File: src/hdl/dagu_pkg.sv
// Purpose: Shared types and constants for the dual address generation unit
// Assumes: 24-bit addresses, four register triplets per half
// Notes: Modifier decode values are plain defaults, overridable by parameter, except that dagu_arith reads MOD_MULTI_MASK from here
package dagu_pkg;

  // ****************************************
  // Widths and counts
  // ****************************************
  localparam int ADDR_W = 24;
  localparam int NUM_TRIP = 4;
  localparam int SEL_W = 2;

  // ****************************************
  // Reset values
  // ****************************************
  localparam logic [ADDR_W-1:0] ADDR_RST = 24'h00_0000;
  localparam logic [ADDR_W-1:0] OFS_RST = 24'h00_0000;
  localparam logic [ADDR_W-1:0] MOD_RST = 24'hFF_FFFF;

  // ****************************************
  // Modifier decode table defaults
  // ****************************************
  localparam logic [ADDR_W-1:0] MOD_LINEAR = 24'hFF_FFFF;
  localparam logic [ADDR_W-1:0] MOD_REVERSE = 24'h00_0000;
  localparam logic [ADDR_W-1:0] MOD_MULTI_BASE = 24'h00_8000;
  localparam logic [ADDR_W-1:0] MOD_MULTI_MASK = 24'hFF_8000;
  localparam logic [ADDR_W-1:0] MOD_MODULO_MASK = 24'hFF_8000;

  // ****************************************
  // Types
  // ****************************************
  typedef enum logic [1:0] {
    ARITH_LINEAR,
    ARITH_MODULO,
    ARITH_MULTI,
    ARITH_REVERSE
  } dagu_arith_t;

  typedef enum logic [1:0] {
    WR_ADDR,
    WR_OFS,
    WR_MOD
  } dagu_wsel_t;

  // Update request from the instruction decoder for one half
  typedef struct packed {
    logic upd;
    logic [SEL_W-1:0] sel;
  } dagu_upd_t;

  // Register load request from the data bus for one half
  typedef struct packed {
    logic wr;
    dagu_wsel_t kind;
    logic [SEL_W-1:0] sel;
    logic [ADDR_W-1:0] data;
  } dagu_wr_t;

endpackage

File: src/hdl/dagu_arith.sv
// Purpose: Combinational address arithmetic of one half
// Assumes: Modulo value M-1 sits in the low bits of the modifier
// Notes: Pure logic, no state
`timescale 1ns/1ns
module dagu_arith #(
  parameter int W = dagu_pkg::ADDR_W
) (
  input wire logic [W-1:0] addr,
  input wire logic [W-1:0] ofs,
  input wire logic [W-1:0] modv,
  input wire dagu_pkg::dagu_arith_t kind,
  output logic [W-1:0] result
);

  logic [W-1:0] ofs_sum;
  logic [W-1:0] addr_rev;
  logic [W-1:0] ofs_rev;
  logic [W-1:0] rev_raw;
  logic [W-1:0] rev_sum;
  logic [W-1:0] mod_size;
  logic [W-1:0] mod_mask;
  logic [W-1:0] base;
  logic [W-1:0] top;
  logic [W-1:0] wrap_up;
  logic [W-1:0] wrap_dn;
  logic [W-1:0] mod_sum;
  logic [W-1:0] multi_sum;
  logic [W-1:0] low_mask;
  logic ofs_neg;

  // Offset adder
  assign ofs_sum = addr + ofs;

  // Reverse-carry adder on the same inputs, carry runs high to low
  genvar i;
  generate
    for (i = 0; i < W; i++) begin : g_rev
      assign addr_rev[i] = addr[W-1-i];
      assign ofs_rev[i] = ofs[W-1-i];
      assign rev_sum[i] = rev_raw[W-1-i];
    end
  endgenerate
  assign rev_raw = addr_rev + ofs_rev;

  // Modulo adder: wrap the offset sum by the modulus
  assign mod_size = modv + W'(1);
  assign mod_mask = {1'b0, modv[W-1:1]} | modv;
  assign ofs_neg = ofs[W-1];
  assign base = addr & ~(mod_mask | (mod_mask >> 1) | (mod_mask >> 2) | (mod_mask >> 4)
                | (mod_mask >> 8) | (mod_mask >> 16));
  assign top = base + modv;
  assign wrap_up = ofs_sum - mod_size;
  assign wrap_dn = ofs_sum + mod_size;
  assign mod_sum = (!ofs_neg && (ofs_sum > top)) ? wrap_up :
                   (ofs_neg && (ofs_sum < base)) ? wrap_dn : ofs_sum;

  // Multiple wrap-around: power-of-two block, offset sum masked into it
  assign low_mask = modv & ~dagu_pkg::MOD_MULTI_MASK;
  assign multi_sum = (addr & ~low_mask) | (ofs_sum & low_mask);

  // One of the adder results leaves the half
  always_comb begin
    unique case (kind)
      dagu_pkg::ARITH_LINEAR: result = ofs_sum;
      dagu_pkg::ARITH_MODULO: result = mod_sum;
      dagu_pkg::ARITH_MULTI: result = multi_sum;
      dagu_pkg::ARITH_REVERSE: result = rev_sum;
    endcase
  end

endmodule

File: src/hdl/dagu_top.sv
// Purpose: Dual address generation unit, two identical halves
// Assumes: Decoder issues at most one update per half per cycle
// Notes: Addresses out are registered; update lands one edge after request
//
// Operation
// - Linear, modulo, multi-wrap and reverse-carry arithmetic
// - Address math in parallel, no extra cycles
// - Two identical independent halves
// - Four address, offset, modifier triplets per half
// - 24-bit offset adder adds address and offset
// - Modulo adder wraps offset sum by modifier
// - Reverse-carry adder shares offset adder inputs
// - Select one adder result per update
// - At most one address update per half
// - Paired modifier decoded to choose arithmetic
// - All buses 24 bits wide
`timescale 1ns/1ns
module dagu_top #(
  parameter logic [23:0] MOD_LINEAR = dagu_pkg::MOD_LINEAR,
  parameter logic [23:0] MOD_REVERSE = dagu_pkg::MOD_REVERSE,
  parameter logic [23:0] MOD_MULTI_BASE = dagu_pkg::MOD_MULTI_BASE,
  parameter logic [23:0] MOD_MULTI_MASK = dagu_pkg::MOD_MULTI_MASK,
  parameter logic [23:0] MOD_MODULO_MASK = dagu_pkg::MOD_MODULO_MASK
) (
  input wire logic clk,
  input wire logic reset,
  input wire dagu_pkg::dagu_upd_t upd_x,
  input wire dagu_pkg::dagu_upd_t upd_y,
  input wire dagu_pkg::dagu_wr_t wr_x,
  input wire dagu_pkg::dagu_wr_t wr_y,
  output logic [dagu_pkg::ADDR_W-1:0] xab_q,
  output logic [dagu_pkg::ADDR_W-1:0] yab_q,
  output logic xab_valid_q,
  output logic yab_valid_q
);

  localparam int W = dagu_pkg::ADDR_W;
  localparam int N = dagu_pkg::NUM_TRIP;
  localparam int SW = dagu_pkg::SEL_W;

  // ****************************************
  // Two identical halves
  // ****************************************
  dagu_pkg::dagu_upd_t upd [2];
  dagu_pkg::dagu_wr_t wr [2];
  logic [W-1:0] bus_q [2];
  logic bus_v_q [2];

  assign upd[0] = upd_x;
  assign upd[1] = upd_y;
  assign wr[0] = wr_x;
  assign wr[1] = wr_y;
  assign xab_q = bus_q[0];
  assign yab_q = bus_q[1];
  assign xab_valid_q = bus_v_q[0];
  assign yab_valid_q = bus_v_q[1];

  genvar h;
  generate
    for (h = 0; h < 2; h++) begin : g_half
      logic [W-1:0] addr_q [N];
      logic [W-1:0] ofs_q [N];
      logic [W-1:0] mod_q [N];
      logic [W-1:0] cur_addr;
      logic [W-1:0] cur_ofs;
      logic [W-1:0] cur_mod;
      logic [W-1:0] new_addr;
      logic is_lin;
      logic is_rev;
      logic is_multi;
      dagu_pkg::dagu_arith_t kind;
      logic [W-1:0] bus_d;

      assign cur_addr = addr_q[upd[h].sel];
      assign cur_ofs = ofs_q[upd[h].sel];
      assign cur_mod = mod_q[upd[h].sel];

      // Modifier decode table
      assign is_lin = (cur_mod == MOD_LINEAR);
      assign is_rev = (cur_mod == MOD_REVERSE);
      assign is_multi = ((cur_mod & MOD_MULTI_MASK) == MOD_MULTI_BASE);
      assign kind = is_lin ? dagu_pkg::ARITH_LINEAR :
                    is_rev ? dagu_pkg::ARITH_REVERSE :
                    is_multi ? dagu_pkg::ARITH_MULTI :
                    dagu_pkg::ARITH_MODULO;

      dagu_arith #(
        .W(W)
      ) u_arith (
        .addr(cur_addr),
        .ofs(cur_ofs),
        .modv(cur_mod & ~MOD_MODULO_MASK),
        .kind(kind),
        .result(new_addr)
      );

      // Bus carries pre-update address in the same cycle as the update
      assign bus_d = upd[h].upd ? cur_addr : bus_q[h];

      always_ff @(posedge clk) begin
        if (reset) begin
          bus_q[h] <= dagu_pkg::ADDR_RST;
          bus_v_q[h] <= 1'b0;
        end else begin
          bus_q[h] <= bus_d;
          bus_v_q[h] <= upd[h].upd;
        end
      end

      genvar r;
      for (r = 0; r < N; r++) begin : g_trip
        localparam logic [SW-1:0] IDX = SW'(r);
        logic hit_upd;
        logic hit_wr;
        assign hit_upd = upd[h].upd && (upd[h].sel == IDX);
        assign hit_wr = wr[h].wr && (wr[h].sel == IDX);

        always_ff @(posedge clk) begin
          if (reset) begin
            addr_q[r] <= dagu_pkg::ADDR_RST;
          end else if (hit_wr && wr[h].kind == dagu_pkg::WR_ADDR) begin
            addr_q[r] <= wr[h].data;
          end else if (hit_upd) begin
            addr_q[r] <= new_addr;
          end
        end

        always_ff @(posedge clk) begin
          if (reset) begin
            ofs_q[r] <= dagu_pkg::OFS_RST;
            mod_q[r] <= dagu_pkg::MOD_RST;
          end else if (hit_wr && wr[h].kind == dagu_pkg::WR_OFS) begin
            ofs_q[r] <= wr[h].data;
          end else if (hit_wr && wr[h].kind == dagu_pkg::WR_MOD) begin
            mod_q[r] <= wr[h].data;
          end
        end
      end
    end
  endgenerate

endmodule

File: config.mk
export PLATFORM = sky130hd
export DESIGN_NAME = dagu_top
export DESIGN_NICKNAME = d
export VERILOG_FILES = /design/src/hdl/dagu_pkg.sv /design/src/hdl/dagu_arith.sv /design/src/hdl/dagu_top.sv
export SDC_FILE = /design/constraint.sdc
export NUM_CORES = 2
export LEC_CHECK = 0
export BUFFER_PORTS_ARGS = -buffer_cell sky130_fd_sc_hd__buf_2
export CORE_MARGIN = 3
export CORE_UTILIZATION = 45
export DETAILED_ROUTE_END_ITERATION = 8
export PLACE_DENSITY = 0.64
export SLEW_MARGIN = 20
export SYNTH_ARGS = -nofsm -noshare
export SYNTH_HDL_FRONTEND = slang
export SYNTH_SLANG_ARGS = --single-unit
File: constraint.sdc
create_clock -name clk -period 9.3 [get_ports clk]
set_input_delay 1.86 -clock clk [delete_from_list [all_inputs] [get_ports clk]]
set_output_delay 1.86 -clock clk [all_outputs]
set_load 0.01 [all_outputs]
==> flow_summary.ini <==
[power]
power.density_mw_per_mm2 = 232
p_leak_uw = 0.0181
max-vdd-ir-drop_mv = 0.164

[logic_synthesis]
yosysMostFrequentCell = edfxtp_1
ys.flop_type = edfxtp_1
ys_seq_elements = 626
synth_edf_count = 576
syn_area_mm2 = 0.0420
synth_fp_nets = 4244
synth_commonest_cells = edfxtp_1, nor2_1, ha_1, a21oi_1, or2_2
yosysSeqAreaShare = 0.435
synth-warning-count = 0
synth_top_area_frac = 0.412
synth_top_area_cell = edfxtp_1
ys_types = 103
synth.avg_cell_area_um2 = 10.7
async_flop_share = 0
netlist_top_cells_area = edfxtp_1, mux4_2, ha_1, or2_2, and2_1
synth_cells = 3930

[drt]
wirelength_um = 129000
firstDrtPassIters = 7
drc = 0
num_vias = 32400
viasPerCell = 6.13
drtAntennaViolNets = 0
drt_iter0_drc = 3906
wl_per_cell_um = 24.3

[global_route]
grt_max_degree = 57
grt_use_total = 0.257
grt_pass1_wl_um = 192000
antenna_found_initial = 11
grt_pass1_vias = 30700
overflow = 0

[sta]
worst_pin_slew_ns = 1.13
period_share = 0.933
setup_violations = 0
rsz0062_at_grt = no
hold_violations = 0
fmax_mhz = 115
finalSetupTns_ns = 0
maxSlewViolCount = 0
slew_headroom = 0.238
layout_min_cycle_time_ns = 8.68
skew_ns = 0.0285
layout_setup_ws_ns = 0.624

[floorplanning]
die_h_um = 312
ios = 116
rows = 111
core_area_mm2 = 0.0921
start_util = 0.456
dieArea_mm2 = 0.0971
die_w_um = 312

[setup_path]
arrival_ns = 9.17
critical_path_required_ns = 9.79
cp-start-kind = input pin
worstSetupEndpointType = flop
slowest_delay_ns = 0.57
critPathSlowestCell = mux4_2
cp_common_cell = o21ai_0
crit_type = in -> reg
crit_fanout = 14

[status]
status = complete, no violations

[clocking]
cts_buffer_depth = 3
cts_sinks = 626
clock_latency_ns = 0.65
cts_tree = built
cts_root_buffer = clkbuf_16
post_cts_buffers = 0
path_clk_slew_ns = 0.06
htree_levels = 3
cts_inserted_buffers = 72

[placed_design]
place.gp.congestion = 0.921
dpl.hpwl_um = 94000
place_ws_ns = -0.0409
dpl-instance-area_mm2 = 0.0444
io_buffers = 115

[cells_and_area]
nets = 4308
layout-drive-gt1-share = 0.199
n_fill_cell = 8182
final_area_mm2 = 0.0468
areaGrowthSynthToFinish_pct = 11.3

[min_path]
hp-class = reg -> reg

[job]
cap_violations = 0
per-stage QoR:
step | power (µW) | hold slack (ns) | utilization | std cells
after floorplan | 6380 | 0.532 | - | 3930
after global placement | 7890 | 0.469 | 0.482 | 5163
after detailed placement | 7920 | 0.476 | 0.482 | 5163
after CTS | 10800 | 0.492 | 0.508 | 5289
after global routing | 11400 | 0.509 | 0.508 | 5291
final | 10900 | 0.487 | 0.508 | 5296
cell type report:
type / instances / area (µm²) / area share
Clock buffer: 90 / 1960 / 0.0420
Tap cell: 1243 / 1560 / 0.0333
Sequential cell: 626 / 18300 / 0.391
Inverter: 182 / 683 / 0.0146
Multi-Input combinational cell: 2848 / 22100 / 0.472
Antenna cell: 7 / 17.5 / 0.000375
Timing Repair Buffer: 264 / 1760 / 0.0376
Clock inverter: 36 / 410 / 0.00877
layer usage:
layer	up-vias	GRT usage	wire [µm]
met2	1536	0.368	54300
li1	14900	-	-
met5	-	0	27
met4	4	0.0590	2300
met3	136	0.0529	14400
met1	15900	0.397	57500
report_power, final:
| part | switching (µW) | total (µW) | internal, µW | leakage, µW |
|---|---|---|---|---|
| registers | 54.4 | 3340 | 3290 | 0.00619 |
| logic | 2950 | 4660 | 1710 | 0.0107 |
| clock network | 1170 | 2870 | 1700 | 0.00116 |
| total | 4170 | 10900 | 6700 | 0.0181 |
worst max-delay path, delay by kind of cell:
| kind | cells | cell delay, ns |
|---|---|---|
| multiplexers | 1 | 0.57 |
| AND/OR/NAND/NOR | 9 | 2.01 |
| buffers and inverters | 3 | 0.58 |
| AO/OA/AOI/OAI | 15 | 3.11 |
| adder cells (fa/ha/maj) | 3 | 0.90 |
| XOR/XNOR | 1 | 0.10 |
final timing paths:
check                              from                 endpoint  slack (ns)  cells after the start
setup reg to reg  g_half[1].mod_q[3][4]  g_half[1].addr_q[2][20]        1.76                     28
hold reg to reg             bus_q[1][5]              bus_q[1][5]        0.49                      2
setup / recovery               upd_x[0]  g_half[0].addr_q[3][16]        0.62                     32
hold / removal              bus_q[1][5]              bus_q[1][5]        0.49                      2
registers in the layout, indices dropped and copies added (netlist names):
signal	cells
bus_q	48
g_half.addr_q	192
g_half.mod_q	192
bus_v_q	2
g_half.ofs_q	192
layout by cell type (no fill, tap or decap), types with 150 or more instances in the layout:
master	n
a21oi_1	220
and2_1	206
buf_4	150
edfxtp_1	576
ha_1	238
inv_1	180
nand2_1	199
nor2_1	246
o21ai_0	161
or2_2	213
repair_timing:
| item | in CTS | in global routing |
|---|---|---|
| hold buffers | 0 | 0 |
| setup endpoints to repair | 0 | 29 |
| resized for setup | 0 | 1 |
logic make-up after synthesis:
group | share of synthesized area
muxes | 0.0952
AOI/OAI and AO/OA | 0.158
adders and majority gates | 0.0756
DFF | 0.435
xor gates and xnor gates | 0.0307
and+or+nand+nor | 0.162
buffers and inverters | 0.0429
Note: power is estimated with default switching activity, not from simulation.
